File: src/shared/bwc_pkg.sv
package bwc_pkg;
	// configuration dword byte offsets
	localparam logic [7:0] OFS_MEM_TOP = 8'h20;
	localparam logic [7:0] OFS_PREF_WIN = 8'h24;
	localparam logic [7:0] OFS_PREF_BOT_HI = 8'h28;
	localparam logic [7:0] OFS_PREF_TOP_HI = 8'h2C;
	localparam logic [7:0] OFS_IO_HI = 8'h30;
	localparam logic [7:0] OFS_CAP_PTR = 8'h34;
	localparam logic [7:0] OFS_IRQ = 8'h3C;
	localparam int CFG_AW = 8;
	localparam int CFG_DW = 32;
	// field positions (low bit of each field)
	localparam int POS_MEM_TOP = 20;
	localparam int POS_PREF_BOT = 4;
	localparam int POS_PREF_TOP = 20;
	localparam int POS_PREF_BOT_CODE = 0;
	localparam int POS_PREF_TOP_CODE = 16;
	localparam int POS_IO_BOT = 0;
	localparam int POS_IO_TOP = 16;
	localparam int POS_IRQ_LINE = 0;
	localparam int POS_IRQ_PIN = 8;
	// values after reset and fixed read values
	localparam logic [11:0] RST_MEM_FIELD = 12'h000;
	localparam logic [31:0] RST_HIGH_WORD = 32'h0000_0000;
	localparam logic [15:0] RST_IO_HALF = 16'h0000;
	localparam logic [7:0] RST_IRQ_LINE = 8'h00;
	localparam logic [7:0] RST_IRQ_PIN = 8'h00;
	localparam logic [3:0] ADDR64_CODE = 4'h1;
	localparam logic [7:0] CAP_PTR_VAL = 8'h40;
	localparam logic [CFG_DW-1:0] RD_UNMAPPED = 32'h0000_0000;

	// byte-lane merge of a write into the current dword image
	function automatic logic [31:0] bwc_merge(input logic [31:0] old_word,
		input logic [31:0] new_word, input logic [3:0] be);
		logic [31:0] res;
		res = old_word;
		for (int i = 0; i < 4; i++) begin
			if (be[i]) begin
				res[i*8 +: 8] = new_word[i*8 +: 8];
			end
		end
		return res;
	endfunction : bwc_merge
endpackage : bwc_pkg

File: src/hdl/bwc_irq_pin_src.sv
`timescale 1ns/10ps
module bwc_irq_pin_src (
	// clock and reset
	input wire logic clk,
	input wire logic arst_n,
	// port role strap
	input wire logic strap_downstream,
	// override sources
	input wire logic smb_wr,
	input wire logic [7:0] smb_data,
	input wire logic ee_load,
	input wire logic [7:0] ee_data,
	// current value
	output logic [7:0] pin,
	output logic downstream
);
	import bwc_pkg::*;

	logic strap_taken;

	// strap caught on the first edge after release, never under reset
	always_ff @(posedge clk or negedge arst_n) begin
		if (!arst_n) begin
			strap_taken <= 1'b0;
			downstream <= 1'b0;
		end else if (!strap_taken) begin
			strap_taken <= 1'b1;
			downstream <= strap_downstream;
		end
	end

	// smbus wins over a same-cycle eeprom load: it is the later intent
	always_ff @(posedge clk or negedge arst_n) begin
		if (!arst_n) begin
			pin <= RST_IRQ_PIN;
		end else if (downstream && smb_wr) begin
			pin <= smb_data;
		end else if (downstream && ee_load) begin
			pin <= ee_data;
		end
	end
endmodule : bwc_irq_pin_src

File: src/hdl/bwc_range_cmp.sv
`timescale 1ns/10ps
module bwc_range_cmp #(
	parameter int W = 12
) (
	// clock and reset
	input wire logic clk,
	input wire logic arst_n,
	// check request
	input wire logic chk_valid,
	input wire logic chk_qualify,
	input wire logic [W-1:0] chk_addr,
	// window bounds, already cut to the compared bits
	input wire logic [W-1:0] bottom,
	input wire logic [W-1:0] top,
	// result
	output logic hit
);
	logic next_hit;

	// inclusive bounds, inverted window off
	// an inverted window never matches, so software can park it
	always_comb begin
		next_hit = chk_qualify && (bottom <= top) &&
			(chk_addr >= bottom) && (chk_addr <= top);
	end

	always_ff @(posedge clk or negedge arst_n) begin
		if (!arst_n) begin
			hit <= 1'b0;
		end else if (chk_valid) begin
			hit <= next_hit;
		end else begin
			hit <= 1'b0;
		end
	end
endmodule : bwc_range_cmp

File: src/hdl/bwc_window_regs.sv
`timescale 1ns/10ps
// Summary of operation
// - Non-prefetchable memory forwarded only inside memory base..top window.
// - Memory top field bits 31:20 gives top bits 31:20, low bits ones.
// - Prefetch window codes at bits 3:0 and 19:16 read 0001b only.
// - Prefetch bottom bits 15:4 give address 31:20, low twenty bits zero.
// - Prefetch top bits 31:20 give address 31:20, low twenty bits ones.
// - Offset 28h holds bottom address bits 63:32, used in forwarding.
// - Offset 2Ch holds top address bits 63:32, used in forwarding.
// - Offset 30h low half holds I/O bottom bits 31:16, reset zero.
// - Offset 30h high half holds I/O top bits 31:16, reset zero.
// - Capability pointer byte reads fixed 40h.
// - Interrupt pin byte is read-only to configuration writes.
// - Downstream ports take pin overrides from SMBus or EEPROM load.
// - I/O bottom treats address bits 11:0 as zero.
// - I/O top treats address bits 11:0 as all ones.
// - Memory bottom treats address bits 19:0 as zero.
module bwc_window_regs (
	// clock and reset
	input wire logic CLK,
	input wire logic ARST_N,
	// configuration access
	input wire logic CFG_WR,
	input wire logic CFG_RD,
	input wire logic [bwc_pkg::CFG_AW-1:0] CFG_ADDR,
	input wire logic [3:0] CFG_BE,
	input wire logic [bwc_pkg::CFG_DW-1:0] CFG_WDATA,
	output logic [bwc_pkg::CFG_DW-1:0] CFG_RDATA,
	output logic CFG_RDVALID,
	// neighbouring base fields kept outside this bank
	input wire logic [11:0] MEM_BOTTOM_FIELD,
	input wire logic [3:0] IO_BOTTOM_MID,
	input wire logic [3:0] IO_TOP_MID,
	// port role and interrupt pin overrides
	input wire logic PORT_DOWNSTREAM,
	input wire logic SMB_PIN_WR,
	input wire logic [7:0] SMB_PIN_DATA,
	input wire logic EE_PIN_LOAD,
	input wire logic [7:0] EE_PIN_DATA,
	output logic [7:0] IRQ_PIN,
	// forwarding check
	input wire logic CHK_VALID,
	input wire logic CHK_IO,
	input wire logic CHK_PREF,
	input wire logic [63:0] CHK_ADDR,
	output logic CHK_DONE,
	output logic MEM_HIT,
	output logic PREF_HIT,
	output logic IO_HIT,
	output logic FWD
);
	import bwc_pkg::*;

	////////////////////////////////////////////////////////////////////////
	logic [11:0] mem_top;
	logic [11:0] pref_bot;
	logic [11:0] pref_top;
	logic [31:0] pref_bot_hi;
	logic [31:0] pref_top_hi;
	logic [15:0] io_bot_hi;
	logic [15:0] io_top_hi;
	logic [7:0] irq_line;
	logic [7:0] irq_pin;
	logic downstream;
	logic [31:0] img_20;
	logic [31:0] img_24;
	logic [31:0] img_28;
	logic [31:0] img_2c;
	logic [31:0] img_30;
	logic [31:0] img_34;
	logic [31:0] img_3c;
	logic [31:0] next_20;
	logic [31:0] next_24;
	logic [31:0] next_30;
	logic [31:0] next_3c;
	logic [31:0] next_rdata;
	logic wr_20;
	logic wr_24;
	logic wr_28;
	logic wr_2c;
	logic wr_30;
	logic wr_3c;
	logic mem_ok;
	logic pref_ok;
	logic io_ok;
	logic mem_hit;
	logic pref_hit;
	logic io_hit;
	logic [7:0] dw_addr;

	////////////////////////////////////////////////////////////////////////
	// dword decode, byte offset bits ignored
	always_comb begin
		dw_addr = {CFG_ADDR[7:2], 2'b00};
		wr_20 = CFG_WR && (dw_addr == OFS_MEM_TOP);
		wr_24 = CFG_WR && (dw_addr == OFS_PREF_WIN);
		wr_28 = CFG_WR && (dw_addr == OFS_PREF_BOT_HI);
		wr_2c = CFG_WR && (dw_addr == OFS_PREF_TOP_HI);
		wr_30 = CFG_WR && (dw_addr == OFS_IO_HI);
		wr_3c = CFG_WR && (dw_addr == OFS_IRQ);
	end

	// read images
	always_comb begin
		img_20 = '0;
		img_20[POS_MEM_TOP +: 12] = mem_top;
		img_24 = '0;
		img_24[POS_PREF_BOT_CODE +: 4] = ADDR64_CODE;
		img_24[POS_PREF_TOP_CODE +: 4] = ADDR64_CODE;
		img_24[POS_PREF_BOT +: 12] = pref_bot;
		img_24[POS_PREF_TOP +: 12] = pref_top;
		img_28 = pref_bot_hi;
		img_2c = pref_top_hi;
		img_30 = '0;
		img_30[POS_IO_BOT +: 16] = io_bot_hi;
		img_30[POS_IO_TOP +: 16] = io_top_hi;
		img_34 = '0;
		img_34[7:0] = CAP_PTR_VAL;
		img_3c = '0;
		img_3c[POS_IRQ_LINE +: 8] = irq_line;
		img_3c[POS_IRQ_PIN +: 8] = irq_pin;
		next_24 = bwc_merge(img_24, CFG_WDATA, CFG_BE);
		next_30 = bwc_merge(img_30, CFG_WDATA, CFG_BE);
		next_20 = bwc_merge(img_20, CFG_WDATA, CFG_BE);
		next_3c = bwc_merge(img_3c, CFG_WDATA, CFG_BE);
	end

	////////////////////////////////////////////////////////////////////////
	// memory top field
	always_ff @(posedge CLK or negedge ARST_N) begin
		if (!ARST_N) begin
			mem_top <= RST_MEM_FIELD;
		end else if (wr_20) begin
			mem_top <= next_20[POS_MEM_TOP +: 12];
		end
	end

	always_ff @(posedge CLK or negedge ARST_N) begin
		if (!ARST_N) begin
			pref_bot <= RST_MEM_FIELD;
			pref_top <= RST_MEM_FIELD;
		end else if (wr_24) begin
			pref_bot <= next_24[POS_PREF_BOT +: 12];
			pref_top <= next_24[POS_PREF_TOP +: 12];
		end
	end

	always_ff @(posedge CLK or negedge ARST_N) begin
		if (!ARST_N) begin
			pref_bot_hi <= RST_HIGH_WORD;
			pref_top_hi <= RST_HIGH_WORD;
		end else begin
			if (wr_28) begin
				pref_bot_hi <= bwc_merge(img_28, CFG_WDATA, CFG_BE);
			end
			if (wr_2c) begin
				pref_top_hi <= bwc_merge(img_2c, CFG_WDATA, CFG_BE);
			end
		end
	end

	always_ff @(posedge CLK or negedge ARST_N) begin
		if (!ARST_N) begin
			io_bot_hi <= RST_IO_HALF;
			io_top_hi <= RST_IO_HALF;
		end else if (wr_30) begin
			io_bot_hi <= next_30[POS_IO_BOT +: 16];
			io_top_hi <= next_30[POS_IO_TOP +: 16];
		end
	end

	// interrupt line storage; pin byte ignores this write
	always_ff @(posedge CLK or negedge ARST_N) begin
		if (!ARST_N) begin
			irq_line <= RST_IRQ_LINE;
		end else if (wr_3c) begin
			irq_line <= next_3c[POS_IRQ_LINE +: 8];
		end
	end

	////////////////////////////////////////////////////////////////////////
	// read port: one cycle latency, unmapped reads return zero
	always_comb begin
		case (dw_addr)
			OFS_MEM_TOP: next_rdata = img_20;
			OFS_PREF_WIN: next_rdata = img_24;
			OFS_PREF_BOT_HI: next_rdata = img_28;
			OFS_PREF_TOP_HI: next_rdata = img_2c;
			OFS_IO_HI: next_rdata = img_30;
			OFS_CAP_PTR: next_rdata = img_34;
			OFS_IRQ: next_rdata = img_3c;
			default: next_rdata = RD_UNMAPPED;
		endcase
	end

	always_ff @(posedge CLK or negedge ARST_N) begin
		if (!ARST_N) begin
			CFG_RDATA <= RD_UNMAPPED;
			CFG_RDVALID <= 1'b0;
		end else begin
			CFG_RDVALID <= CFG_RD;
			if (CFG_RD) begin
				CFG_RDATA <= next_rdata;
			end
		end
	end

	////////////////////////////////////////////////////////////////////////
	// pin override source, downstream ports only
	bwc_irq_pin_src u_pin (
		.clk(CLK),
		.arst_n(ARST_N),
		.strap_downstream(PORT_DOWNSTREAM),
		.smb_wr(SMB_PIN_WR),
		.smb_data(SMB_PIN_DATA),
		.ee_load(EE_PIN_LOAD),
		.ee_data(EE_PIN_DATA),
		.pin(irq_pin),
		.downstream(downstream)
	);

	assign IRQ_PIN = irq_pin;

	////////////////////////////////////////////////////////////////////////
	// window qualifiers: memory window lives below 4 GB only
	always_comb begin
		mem_ok = !CHK_IO && !CHK_PREF && (CHK_ADDR[63:32] == 32'h0000_0000);
		pref_ok = !CHK_IO && CHK_PREF;
		io_ok = CHK_IO && (CHK_ADDR[63:32] == 32'h0000_0000);
	end

	// only bits 31:20 compared: low bits zero at bottom
	// ones at top, so the ranges are exact
	bwc_range_cmp #(.W(12)) u_mem (
		.clk(CLK),
		.arst_n(ARST_N),
		.chk_valid(CHK_VALID),
		.chk_qualify(mem_ok),
		.chk_addr(CHK_ADDR[31:20]),
		.bottom(MEM_BOTTOM_FIELD),
		.top(mem_top),
		.hit(mem_hit)
	);

	// 44-bit prefetch compare on address bits 63:20
	bwc_range_cmp #(.W(44)) u_pref (
		.clk(CLK),
		.arst_n(ARST_N),
		.chk_valid(CHK_VALID),
		.chk_qualify(pref_ok),
		.chk_addr(CHK_ADDR[63:20]),
		.bottom({pref_bot_hi, pref_bot}),
		.top({pref_top_hi, pref_top}),
		.hit(pref_hit)
	);

	bwc_range_cmp #(.W(20)) u_io (
		.clk(CLK),
		.arst_n(ARST_N),
		.chk_valid(CHK_VALID),
		.chk_qualify(io_ok),
		.chk_addr(CHK_ADDR[31:12]),
		.bottom({io_bot_hi, IO_BOTTOM_MID}),
		.top({io_top_hi, IO_TOP_MID}),
		.hit(io_hit)
	);

	always_ff @(posedge CLK or negedge ARST_N) begin
		if (!ARST_N) begin
			CHK_DONE <= 1'b0;
		end else begin
			CHK_DONE <= CHK_VALID;
		end
	end

	assign MEM_HIT = mem_hit;
	assign PREF_HIT = pref_hit;
	assign IO_HIT = io_hit;
	assign FWD = mem_hit || pref_hit || io_hit;
endmodule : bwc_window_regs

File: config.mk
export PLATFORM = sky130hd
export DESIGN_NAME = bwc_window_regs
export DESIGN_NICKNAME = d
export VERILOG_FILES = /design/src/shared/bwc_pkg.sv /design/src/hdl/bwc_irq_pin_src.sv /design/src/hdl/bwc_range_cmp.sv /design/src/hdl/bwc_window_regs.sv
export SDC_FILE = /design/constraint.sdc
export NUM_CORES = 1
export LEC_CHECK = 0
export BUFFER_PORTS_ARGS = -buffer_cell sky130_fd_sc_hd__buf_2
export CAP_MARGIN = 5
export CORE_AREA = 2 2 220 114
export CTS_CLUSTER_DIAMETER = 150
export DETAILED_ROUTE_END_ITERATION = 16
export DIE_AREA = 0 0 222 116
export PLACE_DENSITY = 0.81
export SLEW_MARGIN = 20
export SYNTH_ARGS = -nofsm -noshare
export SYNTH_HDL_FRONTEND = slang
export SYNTH_HIERARCHICAL = 1
export SYNTH_SLANG_ARGS = --single-unit
File: constraint.sdc
create_clock -name CLK -period 2.61 [get_ports CLK]
set_clock_uncertainty 0.15 [all_clocks]
set_input_delay 0.261 -clock CLK [delete_from_list [all_inputs] [get_ports CLK]]
set_output_delay 0.261 -clock CLK [all_outputs]
set_load 0.005 [all_outputs]
After elaboration in Yosys (flattened, before gate mapping)
Index checks and enable logic that the tools add are counted.

Flip-flop bits (word level): 187. Input bits: 154. Output and inout port bits: 46. Word-level logic and storage cells: 96.

$lt $le $gt $ge: 9. Equal/unequal tests: 7. Mux-type cells: 6. Reductions and logical operators: 46.

Operator list (count): one-hot mux 32 bit (7 select lines) (1); <= comparator 44 bit (2); greater-or-equal comparator 44 bit (1); equality test 6 x 4 -> 1 bit (second input constant) (7); <= comparator 20 bit (2); AND reduction 2 bit (19); zero test 32 bit (1); <= comparator 12 bit (2); logical AND 1 bit (21); greater-or-equal comparator 20 bit (1); 2-to-1 mux 8 bit (2); greater-or-equal comparator 12 bit (1); 2-to-1 mux 1 bit (3); zero test 1 bit (2); logical OR 1 bit (2); nonzero test 2 bit (1).

Logic depth before layout (Yosys ltp)
Depth after elaboration: 7. Depth in mapped cells: 9.

Modules after synthesis
Netlist, hierarchy kept.

By module, submodules not included: bwc_window_regs (instances 1, cells an instance 558, area an instance 7785.0 um2); bwc_range_cmp at u_pref (instances 1, cells an instance 425, area an instance 3193.1 um2); bwc_range_cmp at u_io (instances 1, cells an instance 195, area an instance 1452.6 um2); bwc_range_cmp at u_mem (instances 1, cells an instance 111, area an instance 894.6 um2); bwc_irq_pin_src (instances 1, cells an instance 42, area an instance 456.7 um2).

Worst setup path before layout
Ideal clock, no wire load.

Path type: register to register. From: reg pref_top[1]. To: reg u_pref.hit. Library setup time: 0.087 ns. Data arrival time: 1.724 ns. Data required time: 2.373 ns. Slack: 0.650 ns. Cell stages (with the launch flop): 10. Path buffers: 0. Period minus slack after synthesis: 1.960 ns. Path through: dfrtp_1 -> inv_1 -> ha_1 -> nor2b_4 -> o211ai_2 -> a21oi_1 -> o41ai_2 -> a31oi_1 -> o22a_1 -> a211oi_2.

Cells in the longest elaborated chain, start to end: 5. Elaborated cells on any way between the ends: 6. Classes of those cells: 2 x order compare; 1 x mux; 3 x reduce/logical.

Ends and longest elaborated chain: start: declaration (line bwc_window_regs.sv:57) `logic [11:0] pref_top;`; start signal: assignment (line bwc_window_regs.sv:144) `pref_top <= next_24[POS_PREF_TOP +: 12];`; <= comparator 44 bit (line bwc_range_cmp.sv:23) `next_hit = chk_qualify && (bottom <= top) &&`; logical AND 1 bit (2 in a row) (line bwc_range_cmp.sv:23); logical AND 1 bit (*) (line bwc_range_cmp.sv:24) `(chk_addr >= bottom) && (chk_addr <= top);`; 2-to-1 mux 1 bit (*) (line bwc_range_cmp.sv:30) `end else if (chk_valid) begin`; end signal: assignment (line bwc_range_cmp.sv:31) `hit <= next_hit;`; end: declaration (line bwc_range_cmp.sv:16) `output logic hit`.

Mark *: on every way between the ends. The rest lies on a longest branch, timed or not. A chain may end at the register's enable or synchronous reset.

Worst setup path in the final report
From: reg io_bot_hi[3]. To: reg u_io.hit.

Cells in the longest elaborated chain, start to end: 5. Elaborated cells on any way between the ends: 6. Classes of those cells: 2 x order compare; 1 x mux; 3 x reduce/logical.

Ends and longest elaborated chain: start: declaration (line bwc_window_regs.sv:60) `logic [15:0] io_bot_hi;`; start signal: assignment (line bwc_window_regs.sv:167) `io_bot_hi <= next_30[POS_IO_BOT +: 16];`; <= comparator 20 bit (line bwc_range_cmp.sv:23); logical AND 1 bit (line bwc_range_cmp.sv:23); logical AND 1 bit (*) (line bwc_range_cmp.sv:23); logical AND 1 bit (*) (line bwc_range_cmp.sv:24); 2-to-1 mux 1 bit (*) (line bwc_range_cmp.sv:30); end signal: assignment (line bwc_range_cmp.sv:31); end: declaration (line bwc_range_cmp.sv:16).

Marked as above.

==> flow_summary.json <==
{
  "synth_top_area_cell": "dfrtp_1",
  "drt-wirelength-per-cell_um": 24.0,
  "clock_path_buffers": 2,
  "cts-buffers-inserted": 17,
  "hold_class": "in2reg",
  "synthMuxAreaShare_pct": 14.8,
  "synth-simple-area-share_pct": 11.2,
  "setup_violations": 0,
  "crit_path_start": "io_bot_hi[3]$_DFFE_PN0P_",
  "post_cts_buffers": 0,
  "intPower_mw": 5.92,
  "place_ws_ns": 0.155,
  "r2r_start": "io_bot_hi[3]$_DFFE_PN0P_",
  "tightest_slew_ns": 0.897,
  "gr-total-overflow": 0,
  "insertion_delay_ns": 0.46,
  "synthAdderAreaFrac_pct": 20.7,
  "power_mw": 8.84,
  "critical_path_class": "reg2reg",
  "worstSetupStartpointType": "flip-flop",
  "ys.flop_type": "dfrtp_1",
  "fmax_mhz": 388,
  "hold_viol_final": 0,
  "powerDensity_nw_per_um2": 533,
  "synth_edf_count": 0,
  "r2r-end": "u_io/hit$_DFF_PN0_",
  "die_width_um": 222,
  "cts_tree": "yes",
  "clock_power_share_pct": 34.2,
  "rows": 40,
  "synthTopCellsByCount": "228 x ha_1, 187 x dfrtp_1, 158 x inv_1, 143 x mux2_2, 81 x a21oi_1",
  "drive_above_1_share_pct": 28.4,
  "drt_iter0_drc": 1392,
  "p_seq_share_pct": 38.2,
  "portBuffers": 185,
  "relSlewSlack_pct": 39.6,
  "whs_endpoint": "mem_top[0]$_DFFE_PN0P_",
  "grt_pass1_wl_um": 71100,
  "drc_errors": 0,
  "combPwrFrac_pct": 27.6,
  "core_um2": 23700,
  "finalSetupTns_ns": 0,
  "hold_path_startpoint": "CFG_WDATA[20]",
  "synth_xor_area_share_pct": 0,
  "firstDrtPassIters": 6,
  "dp_hpwl_um": 35800,
  "crit_arrival_ns": 2.81,
  "cp-end-kind": "flip-flop",
  "synth_top_family_by_area": "adder cells",
  "r2r_cells": 7,
  "grt_use_total_pct": 37.0,
  "yosysSeqAreaShare_pct": 34.0,
  "fin_crit_sh_pct": 98.9,
  "syn_inst": 1331,
  "initial_utilization_pct": 58.2,
  "switching_share_pct": 33.0,
  "ys_warn_count": 6,
  "p_switching_mw": 2.92,
  "outcome": "completed",
  "synth_area_um2": 13800,
  "gp_congestion": 1.02,
  "io_pins": 200,
  "grt_max_degree": 80,
  "cts.sinks": 187,
  "synth_nets": 1713,
  "die_area_um2": 25800,
  "wirelength_um": 46300,
  "synth-compound-area-share_pct": 13.8,
  "path_max_fanout": 4,
  "viasPerCell": 6.42,
  "leakagePower_nw": 7.82,
  "cts-root-buf": "clkbuf_16",
  "rrSetupSlack_ns": 0.03,
  "min_path_cells": 2,
  "post-synth-top-count-cell": "ha_1",
  "ctsHtreeMaxLevel": 4,
  "area_growth_pct": 20.2,
  "cp.required_ns": 2.84,
  "ir_drop_v": 0.000453,
  "synth.distinct_cells": 75,
  "async_flop_share_pct": 100,
  "final_antenna_net_count": 0,
  "grt_pass1_vias": 12453,
  "fin_crit_ns": 2.58,
  "grt_setup_unrepaired": "no",
  "dieHeight_um": 116,
  "synth.avg_cell_area_um2": 10.4,
  "fin_nets": 1984,
  "synth_top_area_share_pct": 34.0,
  "timing.final.ws_setup_ns": 0.0296,
  "vias": 12395,
  "cap_violations": 0,
  "slew_viol_final": 0,
  "clk_pin_slew_ns": 0.07,
  "ys_ff_latch": 187,
  "grt_antenna_before_repair": 3,
  "ys_top_cells_by_area": "dfrtp_1 34%, ha_1 21%, mux2_2 12%"
}
[area by class of cell]
cell class              instances  area [µm²]
flip-flops and latches        187        4680
inverters                     159         597
multi-input cells             954        8370
clock inverters                14         231
fillers                      1762        7110
repair buffers                283        1850
clock buffers                  18         439
well taps                     315         394
diodes                          2        5.00
[layer usage]
metal | vias to the layer above | wire, µm | global-route usage, % | share of wire, %
li1 | 5478 | - | - | -
met1 | 6054 | 20200 | 52.2 | 44
met2 | 761 | 18500 | 52.2 | 40
met3 | 102 | 6600 | 14.1 | 14
met4 | 0 | 1080 | 11.8 | 2.3
met5 | - | 0 | 0 | 0
[cell families (layout without fill, tap and decap cells)]
kind of cell,Yosys count,after routing
AND/OR/NAND/NOR,281,281
adder cells (fa/ha/maj),228,228
AO/OA/AOI/OAI,273,273
other,1,3
flip-flops,187,187
buffers and inverters,190,474
multiplexers,171,171
[critical path: stages, from the launching register on]
cell,delay (ns)
dfrtp_1,0.44
inv_1,0.08
ha_1,0.29
nand4_1,0.41
a211o_1,0.53
a31oi_2,0.30
o211ai_1,0.14
nor3_2,0.17
[layout by cell type (no fill, tap or decap), types with 6 or more instances in the layout]
cell	netlist	layout
inv_1	158	158
o32ai_1	8	8
buf_4	1	42
o22a_1	14	14
a311oi_1	12	12
nor4_1	14	13
nor2b_1	11	11
buf_2	14	184
nor3_1	12	12
o21ai_1	12	11
a221oi_1	13	13
nor2_1	69	69
o2bb2ai_1	6	6
a22oi_1	18	18
a211oi_1	8	8
a21oi_1	81	81
o22ai_1	11	11
dlygate4sd3_1	0	52
o21ai_0	22	22
nand3_1	21	21
a21o_1	21	21
mux2i_1	15	15
nand4_1	37	37
mux4_2	12	12
nand2_1	73	73
dfrtp_1	187	187
mux2_2	143	143
o211ai_1	6	6
clkbuf_16	0	17
ha_1	228	228
nor2_4	8	8
and4_1	6	6
[worst max-delay path by stage]
stage | slack [ns] | endpoint | depth (start not counted)
floorplan | 0.65 | u_pref/hit$_DFF_PN0_ | 9
global placement | 0.18 | u_pref/hit$_DFF_PN0_ | 10
detailed placement | 0.16 | u_pref/hit$_DFF_PN0_ | 9
CTS | 0.13 | u_pref/hit$_DFF_PN0_ | 9
global route | 0.01 | u_io/hit$_DFF_PN0_ | 7
finish | 0.03 | u_io/hit$_DFF_PN0_ | 7
[what timing repair did]
action | CTS | global route
hold buffers | 52 | 0
endpoints found under the setup margin | 0 | 2
resized for setup | 0 | 3
hold endpoints to repair | 216 | 0
[stage by stage]
stage / cells / cell area [µm²] / hold WS [ns] / util, %
6_report: 1932 / 16600 / 0.0774 / 70.0
5_1_grt: 1931 / 16600 / 0.0402 / 70.0
4_1_cts: 1930 / 16500 / 0.0241 / 69.9
3_5_place_dp: 1846 / 15400 / 0.185 / 64.9
3_3_place_gp: 1846 / 15400 / 0.176 / 64.9
2_1_floorplan: 1331 / 13800 / -0.185 / -
[power groups by stage]
stage	sequential [mW]	clock, mW	combinational (mW)
after global routing	3.41	3.17	2.64
after detailed placement	3.42	0	2.21
after floorplan	3.33	0	1.36
after global placement	3.41	0	2.09
final	3.38	3.02	2.43
after CTS	3.37	3.04	2.32
[sequential cells by signal (all words and copies together) (netlist names), 12 cells and up]
name / count
CFG_RDATA: 32
img_28: 32
img_2c: 32
io_bot_hi: 16
io_top_hi: 16
mem_top: 12
pref_bot: 12
pref_top: 12
(Power assumes the default switching activity.)
